==> config.mk <==
export PLATFORM = sky130hd
export DESIGN_NAME = rsic_top
export DESIGN_NICKNAME = d
export VERILOG_FILES = /design/src/hw/rsic_pkg.sv /design/src/hw/rsic_top.sv
export SDC_FILE = /design/constraint.sdc
export NUM_CORES = 1
export LEC_CHECK = 0
export ABC_AREA = 1
export BUFFER_PORTS_ARGS = -buffer_cell sky130_fd_sc_hd__buf_4
export CAP_MARGIN = 30
export CORE_AREA = 3 3 261 263
export CTS_CLUSTER_DIAMETER = 150
export CTS_CLUSTER_SIZE = 12
export DETAILED_ROUTE_END_ITERATION = 10
export DIE_AREA = 0 0 264 266
export GPL_TIMING_DRIVEN = 1
export PLACE_DENSITY_LB_ADDON = 0.15
export SETUP_SLACK_MARGIN = 0.02
export SYNTH_ARGS = -nofsm -noshare
export SYNTH_HDL_FRONTEND = slang
export SYNTH_SLANG_ARGS = --single-unit
==> constraint.sdc <==
create_clock -name clk -period 3.9 [get_ports clk]
set_input_delay 0.195 -clock clk [delete_from_list [all_inputs] [get_ports clk]]
set_output_delay 0.195 -clock clk [all_outputs]
set_load 0.05 [all_outputs]
==> src/hw/rsic_pkg.sv <==
package rsic_pkg;

  // ************************************************************
  // Timing, in microseconds of the divided tick.
  // ************************************************************
  localparam int CLK_MHZ = 125;
  localparam int TICK_CYC = CLK_MHZ;
  localparam logic [15:0] POR_US = 16'd500;
  localparam logic [15:0] XTAL_FIRST_US = 16'd2500;
  localparam logic [15:0] CAL_US = 16'd6500;
  localparam logic [15:0] PLL_US = 16'd300;
  localparam logic [15:0] RXON_US = 16'd20;
  localparam logic [15:0] XTAL_SETTLE_RST = 16'd2500;
  localparam logic [9:0] MS_US = 10'd1000;

  // ************************************************************
  // Register byte offsets and reset values.
  // ************************************************************
  localparam logic [7:0] OFS_STATE_CMD = 8'h00;
  localparam logic [7:0] OFS_RESTART = 8'h04;
  localparam logic [7:0] OFS_STATUS = 8'h08;
  localparam logic [7:0] OFS_IRQ_EN = 8'h0C;
  localparam logic [7:0] OFS_IRQ_CLR = 8'h10;
  localparam logic [7:0] OFS_IRQ_FLAGS = 8'h14;
  localparam logic [7:0] OFS_IRQ_SEL = 8'h18;
  localparam logic [7:0] OFS_GPO_SEL = 8'h1C;
  localparam logic [7:0] OFS_XTAL_SETTLE = 8'h20;
  localparam logic [7:0] OFS_SLEEP_TMR = 8'h24;
  localparam logic [7:0] OFS_NVM_BASE = 8'h80;
  localparam int NVM_BYTES = 32;
  localparam logic [7:0] IRQ_SEL_RST = 8'h00;
  localparam logic [7:0] GPO_SEL_RST = 8'h00;

  // ************************************************************
  // State switch commands and interrupt source positions.
  // ************************************************************
  localparam logic [4:0] CMD_SLEEP = 5'h01;
  localparam logic [4:0] CMD_STBY = 5'h02;
  localparam logic [4:0] CMD_TUNE = 5'h04;
  localparam logic [4:0] CMD_RX = 5'h08;
  localparam logic [4:0] CMD_NVM = 5'h10;
  localparam int SRC_STICKY = 8;
  localparam int SRC_AUTO = 6;
  localparam int SRC_SLEEP_EXPIRY = 6;

  // GPO select codes, two bits per pin.
  localparam logic [1:0] GPO_DEF = 2'h0;
  localparam logic [1:0] GPO_IRQ_A = 2'h1;
  localparam logic [1:0] GPO_IRQ_B = 2'h2;
  localparam logic [1:0] GPO_ALT = 2'h3;

  typedef enum logic [3:0] {
    ST_POR = 4'h0,
    ST_XTAL = 4'h1,
    ST_CAL = 4'h2,
    ST_SLEEP = 4'h3,
    ST_STBY = 4'h4,
    ST_TUNE = 4'h5,
    ST_RX = 4'h6,
    ST_NVM = 4'h7
  } rsic_state_type;

endpackage : rsic_pkg

==> src/hw/rsic_top.sv <==
// Implementation choices: the APB register port and the placing of the registers.
`timescale 1ns/1ps
// Function
// - Hold internal reset 0.5 ms after power, then start the crystal.
// - First power-up waits a fixed 2.5 ms for crystal settling.
// - Calibrate 6.5 ms once per power cycle or soft reset.
// - After calibration enter sleep; then software switches state via switch field.
// - Six states: power-up, sleep, standby, tune, receive, nonvolatile access.
// - Each state powers its own set of blocks.
// - Nonvolatile access is entered only from sleep.
// - Soft reset returns to power-up and recalibrates.
// - Power-up sequence ends in sleep without any command.
// - Sleep keeps registers reachable, crystal off, FIFO inaccessible.
// - Sleep timer expiry moves the device to standby.
// - Sleep to standby takes the configured crystal settling time.
// - FIFO contents are kept in standby and tune.
// - Standby to tune takes 300 us, tune to receive 20 us.
// - Nonvolatile state exposes a separate 32-byte user area.
// - Each general output picks its source from its own option list.
// - Eight sticky interrupt sources held until the controller clears them.
// - Six self-clearing sources follow live conditions.
// - Both interrupt lines active high, each picked by a 4-bit select.
// - Sticky sources assert only when enabled; write-one clears, bit self-clears.
// - In receive, demodulated data goes to the configured data output.
module rsic_top #(
  parameter int TICK_CYC = rsic_pkg::TICK_CYC
) (
  // Clock and reset
  input wire logic clk,
  input wire logic resetn,
  // APB slave
  input wire logic psel,
  input wire logic penable,
  input wire logic pwrite,
  input wire logic [7:0] paddr,
  input wire logic [31:0] pwdata,
  output logic [31:0] prdata,
  output logic pready,
  output logic pslverr,
  // Interrupt sources from the data path
  input wire logic [7:0] event_src,
  input wire logic [5:0] live_src,
  // Demodulator pins, outside this clock domain
  input wire logic demod_data,
  input wire logic recovered_clock,
  // Power enables
  output logic pwr_xtal,
  output logic pwr_fifo,
  output logic pwr_pll,
  output logic pwr_rx,
  output logic fifo_access_en,
  // General outputs
  output logic general_out_one,
  output logic general_out_two,
  output logic general_out_three,
  output logic general_out_four
);

  // ************************************************************
  // Microsecond tick and millisecond tick.
  // ************************************************************
  logic [15:0] tick_cnt;
  logic tick_us;
  logic [9:0] ms_cnt;
  logic tick_ms;

  always_ff @(posedge clk or negedge resetn) begin
    if (!resetn) begin
      tick_cnt <= 16'h0000;
      tick_us <= 1'b0;
    end else if (tick_cnt == 16'(TICK_CYC - 1)) begin
      tick_cnt <= 16'h0000;
      tick_us <= 1'b1;
    end else begin
      tick_cnt <= tick_cnt + 16'h0001;
      tick_us <= 1'b0;
    end
  end

  always_ff @(posedge clk or negedge resetn) begin
    if (!resetn) begin
      ms_cnt <= 10'h000;
      tick_ms <= 1'b0;
    end else begin
      tick_ms <= 1'b0;
      if (tick_us) begin
        if (ms_cnt == rsic_pkg::MS_US - 10'h001) begin
          ms_cnt <= 10'h000;
          tick_ms <= 1'b1;
        end else begin
          ms_cnt <= ms_cnt + 10'h001;
        end
      end
    end
  end

  // ************************************************************
  // Register file.
  // ************************************************************
  logic [7:0] irq_en;
  logic [7:0] irq_sel;
  logic [7:0] gpo_sel;
  logic [15:0] xtal_settle;
  logic [15:0] sleep_period;
  logic sleep_tmr_en;
  logic [7:0] nvm_mem [rsic_pkg::NVM_BYTES];
  logic [7:0] sticky;
  rsic_pkg::rsic_state_type cur;
  rsic_pkg::rsic_state_type goal;
  logic settling;

  logic wr_en;
  logic setup;
  logic nvm_hit;
  logic mapped;
  assign wr_en = psel && penable && pwrite && !pslverr;
  assign setup = psel && !penable;
  assign nvm_hit = paddr[7];
  assign pready = 1'b1;

  always_comb begin
    mapped = 1'b0;
    unique case (paddr)
      rsic_pkg::OFS_STATE_CMD, rsic_pkg::OFS_RESTART, rsic_pkg::OFS_STATUS,
      rsic_pkg::OFS_IRQ_EN, rsic_pkg::OFS_IRQ_CLR, rsic_pkg::OFS_IRQ_FLAGS,
      rsic_pkg::OFS_IRQ_SEL, rsic_pkg::OFS_GPO_SEL, rsic_pkg::OFS_XTAL_SETTLE,
      rsic_pkg::OFS_SLEEP_TMR: mapped = 1'b1;
      default: mapped = 1'b0;
    endcase
  end

  // The user area answers with an error outside its state.
  assign pslverr = psel && penable && (nvm_hit ? (cur != rsic_pkg::ST_NVM) || (paddr[1:0] != 2'h0)
                                               : !mapped);

  always_ff @(posedge clk or negedge resetn) begin
    if (!resetn) begin
      irq_en <= 8'h00;
      irq_sel <= rsic_pkg::IRQ_SEL_RST;
      gpo_sel <= rsic_pkg::GPO_SEL_RST;
      xtal_settle <= rsic_pkg::XTAL_SETTLE_RST;
      sleep_period <= 16'h0000;
      sleep_tmr_en <= 1'b0;
    end else if (wr_en) begin
      unique case (paddr)
        rsic_pkg::OFS_IRQ_EN: irq_en <= pwdata[7:0];
        rsic_pkg::OFS_IRQ_SEL: irq_sel <= pwdata[7:0];
        rsic_pkg::OFS_GPO_SEL: gpo_sel <= pwdata[7:0];
        rsic_pkg::OFS_XTAL_SETTLE: xtal_settle <= pwdata[15:0];
        rsic_pkg::OFS_SLEEP_TMR: begin
          sleep_period <= pwdata[15:0];
          sleep_tmr_en <= pwdata[16];
        end
        default: ;
      endcase
    end
  end

  // The user area is kept apart from the configuration registers.
  always_ff @(posedge clk) begin
    if (wr_en && nvm_hit) begin
      nvm_mem[paddr[6:2]] <= pwdata[7:0];
    end
  end

  always_ff @(posedge clk or negedge resetn) begin
    if (!resetn) begin
      prdata <= 32'h0000_0000;
    end else if (setup) begin
      if (nvm_hit) begin
        prdata <= {24'h00_0000, nvm_mem[paddr[6:2]]};
      end else begin
        unique case (paddr)
          rsic_pkg::OFS_STATE_CMD: prdata <= {28'h000_0000, goal};
          rsic_pkg::OFS_STATUS: prdata <= {22'h00_0000, fifo_access_en, pwr_rx, pwr_pll,
                                           pwr_fifo, pwr_xtal, settling, cur};
          rsic_pkg::OFS_IRQ_EN: prdata <= {24'h00_0000, irq_en};
          rsic_pkg::OFS_IRQ_FLAGS: prdata <= {18'h0_0000, live_src, sticky};
          rsic_pkg::OFS_IRQ_SEL: prdata <= {24'h00_0000, irq_sel};
          rsic_pkg::OFS_GPO_SEL: prdata <= {24'h00_0000, gpo_sel};
          rsic_pkg::OFS_XTAL_SETTLE: prdata <= {16'h0000, xtal_settle};
          rsic_pkg::OFS_SLEEP_TMR: prdata <= {15'h0000, sleep_tmr_en, sleep_period};
          default: prdata <= 32'h0000_0000;
        endcase
      end
    end
  end

  // ************************************************************
  // State sequencer.
  // ************************************************************
  logic in_pup;
  logic cmd_wr;
  logic restart_wr;
  logic sleep_expire;
  logic [15:0] seq_cnt;
  logic [15:0] step_us;
  rsic_pkg::rsic_state_type next_cur;
  rsic_pkg::rsic_state_type step_to;

  assign in_pup = (cur == rsic_pkg::ST_POR) || (cur == rsic_pkg::ST_XTAL) ||
                  (cur == rsic_pkg::ST_CAL);
  assign cmd_wr = wr_en && (paddr == rsic_pkg::OFS_STATE_CMD) && !in_pup;
  assign restart_wr = wr_en && (paddr == rsic_pkg::OFS_RESTART) && pwdata[0];

  // Upward moves step one level at a time so each settle time is honoured.
  always_comb begin
    step_to = cur;
    step_us = 16'h0000;
    unique case (cur)
      rsic_pkg::ST_POR: begin
        step_to = rsic_pkg::ST_XTAL;
        step_us = rsic_pkg::POR_US;
      end
      rsic_pkg::ST_XTAL: begin
        step_to = rsic_pkg::ST_CAL;
        step_us = rsic_pkg::XTAL_FIRST_US;
      end
      rsic_pkg::ST_CAL: begin
        step_to = rsic_pkg::ST_SLEEP;
        step_us = rsic_pkg::CAL_US;
      end
      rsic_pkg::ST_SLEEP: begin
        step_to = rsic_pkg::ST_STBY;
        step_us = xtal_settle;
      end
      rsic_pkg::ST_STBY: begin
        step_to = rsic_pkg::ST_TUNE;
        step_us = rsic_pkg::PLL_US;
      end
      rsic_pkg::ST_TUNE: begin
        step_to = rsic_pkg::ST_RX;
        step_us = rsic_pkg::RXON_US;
      end
      rsic_pkg::ST_RX, rsic_pkg::ST_NVM: begin
        step_to = cur;
        step_us = 16'h0000;
      end
    endcase
  end

  assign settling = in_pup || ((goal > cur) && (goal != rsic_pkg::ST_NVM) &&
                    (cur != rsic_pkg::ST_NVM));

  always_comb begin
    next_cur = cur;
    if (in_pup || settling) begin
      if (seq_cnt >= step_us) begin
        next_cur = step_to;
      end
    end else if (goal != cur) begin
      // Downward moves and leaving the user area are immediate.
      next_cur = (cur == rsic_pkg::ST_NVM) ? rsic_pkg::ST_SLEEP : goal;
    end
  end

  always_ff @(posedge clk or negedge resetn) begin
    if (!resetn) begin
      cur <= rsic_pkg::ST_POR;
      seq_cnt <= 16'h0000;
    end else if (restart_wr) begin
      cur <= rsic_pkg::ST_XTAL;
      seq_cnt <= 16'h0000;
    end else if (next_cur != cur) begin
      cur <= next_cur;
      seq_cnt <= 16'h0000;
    end else if (!settling) begin
      // Time spent idle must not count towards the next settle time.
      seq_cnt <= 16'h0000;
    end else if (tick_us && (seq_cnt != 16'hFFFF)) begin
      seq_cnt <= seq_cnt + 16'h0001;
    end
  end

  // Goal tracks the last accepted command.
  always_ff @(posedge clk or negedge resetn) begin
    if (!resetn) begin
      goal <= rsic_pkg::ST_SLEEP;
    end else if (restart_wr || in_pup) begin
      goal <= rsic_pkg::ST_SLEEP;
    end else if (cmd_wr) begin
      unique case (pwdata[4:0])
        rsic_pkg::CMD_SLEEP: goal <= rsic_pkg::ST_SLEEP;
        rsic_pkg::CMD_STBY: goal <= rsic_pkg::ST_STBY;
        rsic_pkg::CMD_TUNE: goal <= rsic_pkg::ST_TUNE;
        rsic_pkg::CMD_RX: goal <= rsic_pkg::ST_RX;
        rsic_pkg::CMD_NVM: begin
          if (cur == rsic_pkg::ST_SLEEP && goal == rsic_pkg::ST_SLEEP) begin
            goal <= rsic_pkg::ST_NVM;
          end
        end
        default: ;
      endcase
    end else if (sleep_expire && goal == rsic_pkg::ST_SLEEP) begin
      goal <= rsic_pkg::ST_STBY;
    end
  end

  // ************************************************************
  // Sleep timer, counted in milliseconds while asleep.
  // ************************************************************
  logic [15:0] sleep_cnt;
  always_ff @(posedge clk or negedge resetn) begin
    if (!resetn) begin
      sleep_cnt <= 16'h0000;
      sleep_expire <= 1'b0;
    end else begin
      sleep_expire <= 1'b0;
      if (!sleep_tmr_en || cur != rsic_pkg::ST_SLEEP || goal != rsic_pkg::ST_SLEEP) begin
        sleep_cnt <= 16'h0000;
      end else if (tick_ms) begin
        if (sleep_cnt + 16'h0001 >= sleep_period) begin
          sleep_cnt <= 16'h0000;
          sleep_expire <= 1'b1;
        end else begin
          sleep_cnt <= sleep_cnt + 16'h0001;
        end
      end
    end
  end

  // ************************************************************
  // Power enables per state.
  // ************************************************************
  assign pwr_xtal = (cur != rsic_pkg::ST_POR) && (cur != rsic_pkg::ST_SLEEP);
  assign pwr_fifo = (cur == rsic_pkg::ST_STBY) || (cur == rsic_pkg::ST_TUNE) ||
                    (cur == rsic_pkg::ST_RX);
  assign pwr_pll = (cur == rsic_pkg::ST_TUNE) || (cur == rsic_pkg::ST_RX);
  assign pwr_rx = (cur == rsic_pkg::ST_RX);
  assign fifo_access_en = pwr_fifo;

  // ************************************************************
  // Interrupt flags and line selection.
  // ************************************************************
  logic [7:0] ev_in;
  logic [7:0] ev_prev;
  logic [7:0] ev_rise;
  logic [7:0] clr_bits;
  logic [13:0] all_src;
  logic irq_line_a;
  logic irq_line_b;

  assign ev_in = event_src | (8'(sleep_expire) << rsic_pkg::SRC_SLEEP_EXPIRY);
  assign ev_rise = ev_in & ~ev_prev & irq_en;
  // The clear bit is a strobe, so it reads back as zero by itself.
  assign clr_bits = (wr_en && paddr == rsic_pkg::OFS_IRQ_CLR) ? pwdata[7:0] : 8'h00;

  always_ff @(posedge clk or negedge resetn) begin
    if (!resetn) begin
      ev_prev <= 8'h00;
      sticky <= 8'h00;
    end else begin
      ev_prev <= ev_in;
      sticky <= ((sticky & ~clr_bits) | ev_rise) & irq_en;
    end
  end

  assign all_src = {live_src, sticky};
  assign irq_line_a = (irq_sel[3:0] < 4'd14) ? all_src[irq_sel[3:0]] : 1'b0;
  assign irq_line_b = (irq_sel[7:4] < 4'd14) ? all_src[irq_sel[7:4]] : 1'b0;

  // ************************************************************
  // Demodulator pin synchronisers.
  // ************************************************************
  logic [1:0] data_sync;
  logic [1:0] rclk_sync;
  always_ff @(posedge clk or negedge resetn) begin
    if (!resetn) begin
      data_sync <= 2'h0;
      rclk_sync <= 2'h0;
    end else begin
      data_sync <= {data_sync[0], demod_data};
      rclk_sync <= {rclk_sync[0], recovered_clock};
    end
  end

  logic data_out;
  logic recovered_clock_out;
  logic clock_out;
  logic reset_out_n;
  assign data_out = pwr_rx & data_sync[1];
  assign recovered_clock_out = pwr_rx & rclk_sync[1];
  assign reset_out_n = (cur != rsic_pkg::ST_POR);

  // Clock out toggles on the microsecond tick while the crystal runs.
  always_ff @(posedge clk or negedge resetn) begin
    if (!resetn) begin
      clock_out <= 1'b0;
    end else if (!pwr_xtal) begin
      clock_out <= 1'b0;
    end else if (tick_us) begin
      clock_out <= ~clock_out;
    end
  end

  // ************************************************************
  // General output selection, registered.
  // ************************************************************
  function automatic logic pick(input logic [1:0] s, input logic d, input logic alt,
                                input logic a, input logic b);
    logic r;
    r = d;
    unique case (s)
      rsic_pkg::GPO_DEF: r = d;
      rsic_pkg::GPO_IRQ_A: r = a;
      rsic_pkg::GPO_IRQ_B: r = b;
      rsic_pkg::GPO_ALT: r = alt;
    endcase
    return r;
  endfunction : pick

  always_ff @(posedge clk or negedge resetn) begin
    if (!resetn) begin
      general_out_one <= 1'b0;
      general_out_two <= 1'b0;
      general_out_three <= 1'b0;
      general_out_four <= 1'b0;
    end else begin
      general_out_one <= pick(gpo_sel[1:0], reset_out_n, data_out, irq_line_a,
                              irq_line_b);
      general_out_two <= pick(gpo_sel[3:2], irq_line_a, recovered_clock_out, irq_line_a,
                              irq_line_b);
      general_out_three <= pick(gpo_sel[5:4], clock_out, data_out, irq_line_a,
                                irq_line_b);
      general_out_four <= pick(gpo_sel[7:6], data_out, recovered_clock_out, irq_line_a,
                               irq_line_b);
    end
  end

endmodule : rsic_top

==> results.md, run 1 <==
Run status:
- The flow ran to the end, and the final reports show no timing, DRC or antenna violations.

Die:
- The die covers 0.07022 sq mm.
- Pin placement for this block handled 104 I/O pins.
- The standard cell core area is 0.06586 sq mm.
- The overall die width is 264 microns.
- The floorplan has 94 rows.
- The die extent in y is 266 microns.
- The initial core utilization is 29.96%.

Placement:
- The total of buffers placed on input and output ports is 72.
- Counting tap cells, the placed design contains a total of 2,886 instances.
- The total half-perimeter wirelength after legalization and detailed placement is 39,690 microns.
- The pre-CTS worst setup slack is 572.7 ps.
- The routability-driven placement congestion ratio is 0.8512.
- The area of placed instances is 0.02145 sq mm.

Worst setup path:
- The kind of critical path is reg2reg.
- Walking the worst path, the cells encountered are nor2_1, nand2_1, nor2_1, nor2_1, nor2_1, ha_1, nand2_1, inv_1, nand2_1, nand2_1, nor2_1, nand2_1, nand2_1, nand2_1, nand2_1, nand3_1, nand3_1, nand2_1, nor2_2, nand2_4, nor2_1.
- STA puts the critical path data arrival time at 3850 ps.
- The most numerous cell type found on the critical path is nand2_1.
- In this run the worst path has a maximum fanout of 16.
- The type of destination of the critical path is a flip-flop.
- The critical path launch point type is a flip-flop.
- The critical path required time is 4380 ps.
- On the worst path, the slowest cell contributes a delay of 450 ps.
- The slowest stage of the critical path belongs to the cell dfrtp_1.
- The kind of cell adding the most delay to the critical path is simple AND/OR/NAND/NOR gates.
- The number of buffers and inverters on the critical path is 1.

Hold path:
- The min-delay analysis places its worst path in the category in2reg.

STA:
- For the pin with the worst max-slew slack, the measured transition is 898.2 ps.
- Subtracting the final worst setup slack from the clock period gives 3378 ps.
- Setup slack closes at 522.4 ps.
- The maximum clock frequency is 296.1 MHz.
- The number of slew-limit violations in the final report came to 0.
- The final setup TNS is 0 ps.
- The worst clock skew is 30.20 ps.
- The worst pin sits at a relative slew slack of 40.12%.
- Setup violations remaining at the end of the flow were counted as 0.
- The number of failing hold endpoints at the final stage is 0.
- Setup repair after global routing left no endpoint under its margin.
- The post-route clock period utilization is 86.60%.

Global routing:
- The sum of overflow across all layers after global routing is 0.
- The via count of the first global-routing pass came to 14,340.
- The number of antenna violations at the first check in global routing is 1.
- The maximum number of pins on one net before global-route repair is 89.
- Across every metal layer, demand over resource in global routing totals 16.45%.
- The first global-routing pass estimated 89,070 microns of wire.

Yosys:
- The post-synthesis async set-or-reset flop share is 39.48%.
- The commonest register cell after synthesis is edfxtp_1.
- Yosys mapped a number of flops with a built-in enable equal to 256.
- The number of instances in the synthesized netlist is 1,957.
- The count of distinct cell types in the synthesized netlist is 57.
- The mapped netlist covers 0.01973 sq mm.
- Yosys printed 0 warnings.
- The number of register bits inferred by synthesis is 423.
- For this run, the register share of the synthesized area comes to 60.18%.
- The mean instance size in the synthesized netlist is 10.08 sq um.

Finish:
- In the final layout, the multi-input gates occupy 0.006611 sq mm.
- The area growth from synthesis to layout is 16.09%.
- The finished cells cover 0.02291 sq mm.
- The number of antenna diodes in the final layout is 0.
- Counting the fill cells in the layout gives 6,629.
- The sequential cell area in the final layout is 0.01188 sq mm.
- Cells with a size suffix above 1 make up 11.75% of the layout.
- After the flow finishes, the layout carries non-filler instances totaling 2,984.
- In the final design database the tool counted 2,188 nets.

Clock network:
- The CTS tree is done.
- The number of buffers added by the clock tree synthesis step is 41.
- The later-pin clock latency in the skew report is 580 ps.
- In this run, post-CTS repair resized a total of 0 instances.
- For this design, the sink count on the clock tree is 423.
- The clock-pin slew on the worst setup and hold paths is 70 ps.
- CTS built an H-tree with a depth of 2.
- The post-CTS setup repair buffer count is 0.
- The tree is rooted in a clkbuf_16.
- The deepest clock path buffer count is 3.
- After clock tree synthesis, the flow added hold-fix buffers numbering 21.

Drt:
- For this block, the routed nets add up to 58,750 microns of wire.
- The post-detailed-route via-to-cell ratio is 4.888.
- After the first detailed-routing iteration, the DRC count stood at 1,108.
- The first detailed-routing pass took 6 iterations.
- After detailed routing, the average wire length per cell comes to 19.69 microns.
- Across all layers, the routed design uses 14,590 vias.
- The post-route antenna net violation count is 0.
- The total DRC errors in the routed layout is 0.

Pwr:
- The switching fraction of total power is 28.76%.
- The combinational cell fraction of total power is 14.9%.
- Summing internal, switching and leakage power gives 10.25 mW.
- The fraction of power consumed by sequential logic is 48.1%.
- The switching power total is 2.949 mW.
- Power spread over the standard cell area amounts to 447.6 mW/mm^2.
- The leakage dissipation is 9.258 nW.
- The worst ir drop on vdd is 0.0002784 V.
- The cell internal power dissipation is 7.304 mW.
- The clock network is responsible for 36.9% of the overall power.

Flow run:
- The number of violations of the max-capacitance limit is 0.
-- cells by family (layout without fill, tap and decap cells) --
logic type	after synthesis	in the layout	share of synthesized area (%)
other	2	17	0.03806
adders and majority gates	40	40	2.536
xor gates and xnor gates	24	24	1.065
DFF	423	423	60.18
buffers and inverters	314	462	6.633
muxes	4	4	0.2283
AOI/OAI and AO/OA	375	375	11.60
and+or+nand+nor	775	775	17.72
-- cells in the final DEF (no fill, tap or decap), types with 9 or more instances in the layout --
cell type,Yosys,final
a21oi_1,78,78
a221oi_1,10,10
a22oi_1,73,73
a31oi_1,9,9
a41oi_1,10,10
buf_4,23,131
clkbuf_1,33,31
clkbuf_16,0,42
conb_1,2,17
dfrtp_1,160,160
dlygate4sd3_1,0,21
edfxtp_1,256,256
ha_1,40,40
inv_1,222,219
nand2_1,400,400
nand3_1,119,119
nand4_1,34,34
nor2_1,129,128
nor2_4,19,20
nor3_1,28,28
o21ai_0,118,118
o21ai_1,17,17
o22ai_1,23,23
or2_2,9,9
xor2_1,22,22
-- final cells by class --
cell class,instances,area share [%]
Clock inverter,3,0.2185
Sequential cell,423,51.84
Clock buffer,73,5.096
Inverter,231,3.796
Timing Repair Buffer,155,5.468
Tap cell,864,4.719
Multi-Input combinational cell,1235,28.86
-- power by group through the flow --
stage | combinational, mW | sequential [mW] | clock [mW]
after floorplan | 0.993 | 5.03 | 0
after global placement | 1.50 | 5.02 | 0
after detailed placement | 1.52 | 5.02 | 0
after CTS | 1.54 | 4.93 | 3.91
after global routing | 1.69 | 4.94 | 4.09
final | 1.53 | 4.93 | 3.79
-- worst min-delay path, stage by stage --
cell and delay, ps:
buf_4 150, a21oi_1 100, o21ai_0 130
-- layer usage --
layer / wire length (microns) / GRT usage, %
met3: 2698 / 2.318
met5: 0 / 0
met1: 28650 / 24.07
met2: 26240 / 25.70
met4: 1171 / 4.164
-- worst paths after layout --
| kind | slack [ps] | start | endpoint | depth (start not counted) |
|---|---|---|---|---|
| setup / recovery | 520 | cur[2]$_DFFE_PN0P_ | seq_cnt[15]$_DFFE_PN0P_ | 21 |
| hold / removal | 60 | live_src[3] | prdata[11]$_DFFE_PN0P_ | 3 |
| setup reg to reg | 520 | cur[2]$_DFFE_PN0P_ | seq_cnt[15]$_DFFE_PN0P_ | 21 |
| hold reg to reg | 350 | data_sync[0]$_DFF_PN0_ | data_sync[1]$_DFF_PN0_ | 0 |
| max in group asynchronous | 2930 | resetn | ev_prev[4]$_DFF_PN0_ | 4 |
| min in group asynchronous | 230 | resetn | sleep_cnt[14]$_DFFE_PN0P_ | 3 |
-- state kept, by name (all words and copies together) (netlist names), 2 cells and up --
register,count
cur,4
data_sync,2
ev_prev,8
goal,3
gpo_sel,8
irq_en,8
irq_sel,8
ms_cnt,10
nvm_mem,256
prdata,17
rclk_sync,2
seq_cnt,16
sleep_cnt,16
sleep_period,16
sticky,8
tick_cnt,16
xtal_settle,16
-- Yosys cell counts (5+ instances only) --
cell type  count  area (sq um)
o21ai_0      118         590.6
o21ai_1       17         85.08
ha_1          40         500.5
xor2_1        22         192.7
a22oi_1       73         548.0
clkbuf_1      33         123.9
buf_4         23         172.7
o22ai_1       23         143.9
edfxtp_1     256          7687
or2_2          9         56.30
nor2_1       129         484.2
inv_1        222         833.3
dfstp_2        7         183.9
nor3_1        28         140.1
buf_2         14         70.07
nor4_1         8         50.05
nor2_4        19         214.0
inv_2          5         18.77
nor2_2         7         43.79
buf_1         11         41.29
a41oi_1       10         87.58
dfrtp_1      160          4004
nand4_1       34         212.7
o31ai_1        8         60.06
o211ai_1       7         52.55
a31oi_1        9         56.30
a221oi_1      10         87.58
nand2_2        7         43.79
nand3_1      119         595.6
nand2_1      400          1501
a21oi_1       78         390.4
-- metrics by stage --
| stage | utilization (%) | hold WS, ps |
|---|---|---|
| final | 34.78 | 58.00 |
| after floorplan | - | -100.6 |
| after detailed placement | 32.57 | 305.8 |
| after global routing | 34.78 | 41.62 |
| after CTS | 34.74 | 30.82 |
| after global placement | 32.57 | 305.9 |
Note: power is estimated with default switching activity, not from simulation.
==> run 2: changes to the inputs <==
--- a/config.mk
+++ b/config.mk
@@ -14,7 +14,7 @@
 export DETAILED_ROUTE_END_ITERATION = 10
 export DIE_AREA = 0 0 264 266
 export GPL_TIMING_DRIVEN = 1
-export PLACE_DENSITY_LB_ADDON = 0.15
+export PLACE_DENSITY = 0.54
 export SETUP_SLACK_MARGIN = 0.02
 export SYNTH_ARGS = -nofsm -noshare
 export SYNTH_HDL_FRONTEND = slang
==> results.md, run 2 (synthesis results as in run 1) <==
Clock network:
- The clock-pin slew on the worst setup and hold paths came to 60 ps (about the same).
- TritonCTS built the clock tree.
- In this run the clock root is driven by a clkbuf_16.
- The deepest clock path buffer count was 3 (unchanged).
- The number of buffers added by the clock tree synthesis step was 41 (unchanged).
- The H-tree depth is 2 (unchanged).
- The post-CTS setup repair buffer count is 0 (unchanged).
- The clock net sink count is 423 (unchanged).
- The later-pin clock latency in the skew report is 570 ps (about the same).

Worst setup path:
- The kind of critical path is reg2reg.
- The endpoint arrival time on the critical path is 3850 ps (about the same).
- The worst setup path is launched from a flip-flop.
- STA classifies the critical path endpoint as a flip-flop.
- The critical path required time is 4350 ps (-30 ps).
- The maximum fanout count along the critical path is 8 (-8).
- The minimum setup slack among reg-to-reg paths is 500 ps (-20 ps).

STA:
- The number of failing hold endpoints at the final stage is 0 (unchanged).
- The smallest hold slack is 20.73 ps (-37.27 ps).
- The time the final worst path needs with I/O delays and setup is 3400 ps (+22.60 ps).
- The final setup TNS is 0 ps (unchanged).
- The number of endpoints failing setup at the final stage is 0 (unchanged).
- The transition time of the tightest slew-check pin is 852.4 ps (-45.80 ps).
- The setup slack of the critical path after layout is 499.8 ps (-22.60 ps).
- The worst clock skew is 13.01 ps (-17.18 ps).
- The maximum clock frequency is 294.1 MHz (-0.66%).
- Setup repair after global routing left no endpoint under its margin.
- The number of slew-limit violations in the final report is 0 (unchanged).
- The tightest slew margin relative to the limit is 43.17% (+3.1 points).
- The post-route clock period utilization is 87.18% (+0.58 points).

Drt:
- The total DRC errors in the routed layout came to 0 (unchanged).
- The post-route antenna net violation count was 0 (unchanged).
- The first-pass iteration count of the detailed router is 5 (-1).
- The sum of routed wire length over all layers came to 54,940 microns (-6.5%).
- The vias after detailed routing was 14,680 (+0.65%).
- The iteration-0 DRC count of the detailed router is 1,276 (+15%).
- The post-detailed-route via-to-cell ratio is 4.930 (+0.85%).
- The final routed wire length divided by cell count came to 18.45 microns (-6.3%).

Finish:
- From synthesis to final layout, the design area changed by 15.95%.
- The number of flip-flops under the largest register name was 256 (unchanged).
- The share of the core filled with cells is 34.74% (-0.042 points).
- The library cells used most frequently in the layout, excluding fill and tap cells, are nand2_1, edfxtp_1, inv_1.
- The sequential cell area in the final layout was 0.01188 sq mm (unchanged).
- The final net count is 2,187 (-0.046%).
- The fraction of layout instances using a drive strength above 1 is 11.59% (-0.15 points).
- The area of the multi-input gates is 0.006614 sq mm (about the same).
- The most frequent standard cell in the layout excluding fill and tap cells is nand2_1.
- The total of fill cells in the finished design was 6,573 (-0.84%).
- The non-filler instance count after layout is 2,978 (-0.20%).

Placement:
- The placed instance count is 2,881 (-0.17%).
- The total of buffers placed on input and output ports was 72 (unchanged).
- The pre-CTS worst setup slack is 516.8 ps (-55.88 ps).
- The total half-perimeter wirelength after legalization and detailed placement came to 36,760 microns (-7.4%).
- The routability-driven placement congestion ratio was 0.8684 (+2.0%).

Die:
- The die extent in y is 266 microns (unchanged).
- The area of the die came to 0.07022 sq mm (unchanged).
- The overall die width is 264 microns (unchanged).
- The standard cell core area was 0.06586 sq mm (unchanged).
- The row count came to 94 (unchanged).
- The number of I/O pins is 104 (unchanged).
- The initial core utilization is 29.96% (unchanged).

Flow run:
- The number of violations of the max-capacitance limit was 0 (unchanged).

Pwr:
- The leakage dissipation is 9.241 nW (-0.19%).
- The cell area power density is 443.1 mW/mm^2 (-1.0%).
- The cell internal power dissipation was 7.283 mW (-0.30%).
- The switching power total is 2.856 mW (-3.2%).
- The combinational cell fraction of total power is 15.1% (+0.2 points).
- The fraction of power consumed by sequential logic was 48.4% (+0.3 points).
- The switching fraction of total power is 28.17% (-0.59 points).
- The worst ir drop on vdd came to 0.0002720 V (-2.3%).
- The proportion of power drawn by the clock network is 36.5% (-0.4 points).

Global routing:
- The sum of overflow across all layers after global routing came to 0 (unchanged).
- The via count of the first global-routing pass was 14,230 (-0.81%).
- The overall global routing resource usage is 15.44% (-1.0 points).
- The first-pass GRT wire length is 84,670 microns (-4.9%).
- The number of antenna violations at the first check in global routing is 4 (+3).
- The maximum number of pins on one net before global-route repair came to 93 (+4.5%).

Run status:
- The run finished with clean final reports.

Hold path:
- The worst hold-check path type is in2reg.
[run 2: cell count changes in the layout (fill, tap and decap cells not counted)]
cell	before	now
nor2_2	7	8
dlygate4sd3_1	21	25
nor2_1	128	127
buf_12	1	0
clkbuf_1	31	25
buf_4	131	127
diode_2	0	1
[run 2: worst max-delay path, cell delays in order (launching register included)]
cell and delay, ps:
dfrtp_1 450, nand3_1 150, nor2_1 270, nand3_1 180, nor3_1 310, nand3_1 190
nor2_1 160, xor2_1 240, ha_1 300, a21oi_1 130, o21ai_0 120, a21oi_1 150
nand3_1 160, buf_4 210, o32ai_1 260
[run 2: path summary, 6_finish.rpt]
kind	from	endpoint	cells after the start
setup / recovery	sleep_cnt[0]$_DFFE_PN0P_	sleep_cnt[4]$_DFFE_PN0P_	14
hold / removal	live_src[4]	prdata[12]$_DFFE_PN0P_	3
setup reg to reg	sleep_cnt[0]$_DFFE_PN0P_	sleep_cnt[4]$_DFFE_PN0P_	14
hold reg to reg	data_sync[0]$_DFF_PN0_	data_sync[1]$_DFF_PN0_	0
max in group asynchronous	resetn	gpo_sel[5]$_DFFE_PN0P_	5
min in group asynchronous	resetn	prdata[14]$_DFFE_PN0P_	3
[run 2: final cells by class]
class / count / share of cell area [%]
Sequential cell: 423 / 51.90
Multi-Input combinational cell: 1235 / 28.91
Timing Repair Buffer: 154 / 5.430
Clock buffer: 67 / 5.004
Tap cell: 864 / 4.725
Inverter: 231 / 3.801
Clock inverter: 3 / 0.2187
Antenna cell: 1 / 0.01094
[run 2: metal layers]
layer  vias to the layer above  wire, microns  GRT usage [%]
li1                       6995              -              -
met4                         4           1011          3.853
met2                       419          25660          24.85
met1                      7197          25010          21.58
met3                        66           3226          2.872
met5                         -             27              0
[run 2: per-stage QoR]
| stage | area [sq um] | power [mW] |
|---|---|---|
| floorplan | 19790 | 6.028 |
| global placement | 21400 | 6.481 |
| detailed placement | 21400 | 6.507 |
| CTS | 22840 | 10.24 |
| global route | 22880 | 10.58 |
| finish | 22880 | 10.14 |
[run 2: power by group through the flow]
| stage | sequential (mW) | combinational, mW | clock (mW) |
|---|---|---|---|
| after floorplan | 5.03 | 0.993 | 0 |
| after global placement | 4.99 | 1.49 | 0 |
| after detailed placement | 5.00 | 1.51 | 0 |
| after CTS | 4.91 | 1.54 | 3.80 |
| after global routing | 4.92 | 1.70 | 3.96 |
| final | 4.91 | 1.53 | 3.70 |
[run 2: what timing repair did]
| action | CTS | global route |
|---|---|---|
| hold buffers | 24 | 1 |
| endpoints found under the setup margin | 0 | 4 |
| hold endpoints to repair | 125 | 1 |
| resized for setup | 0 | 1 |
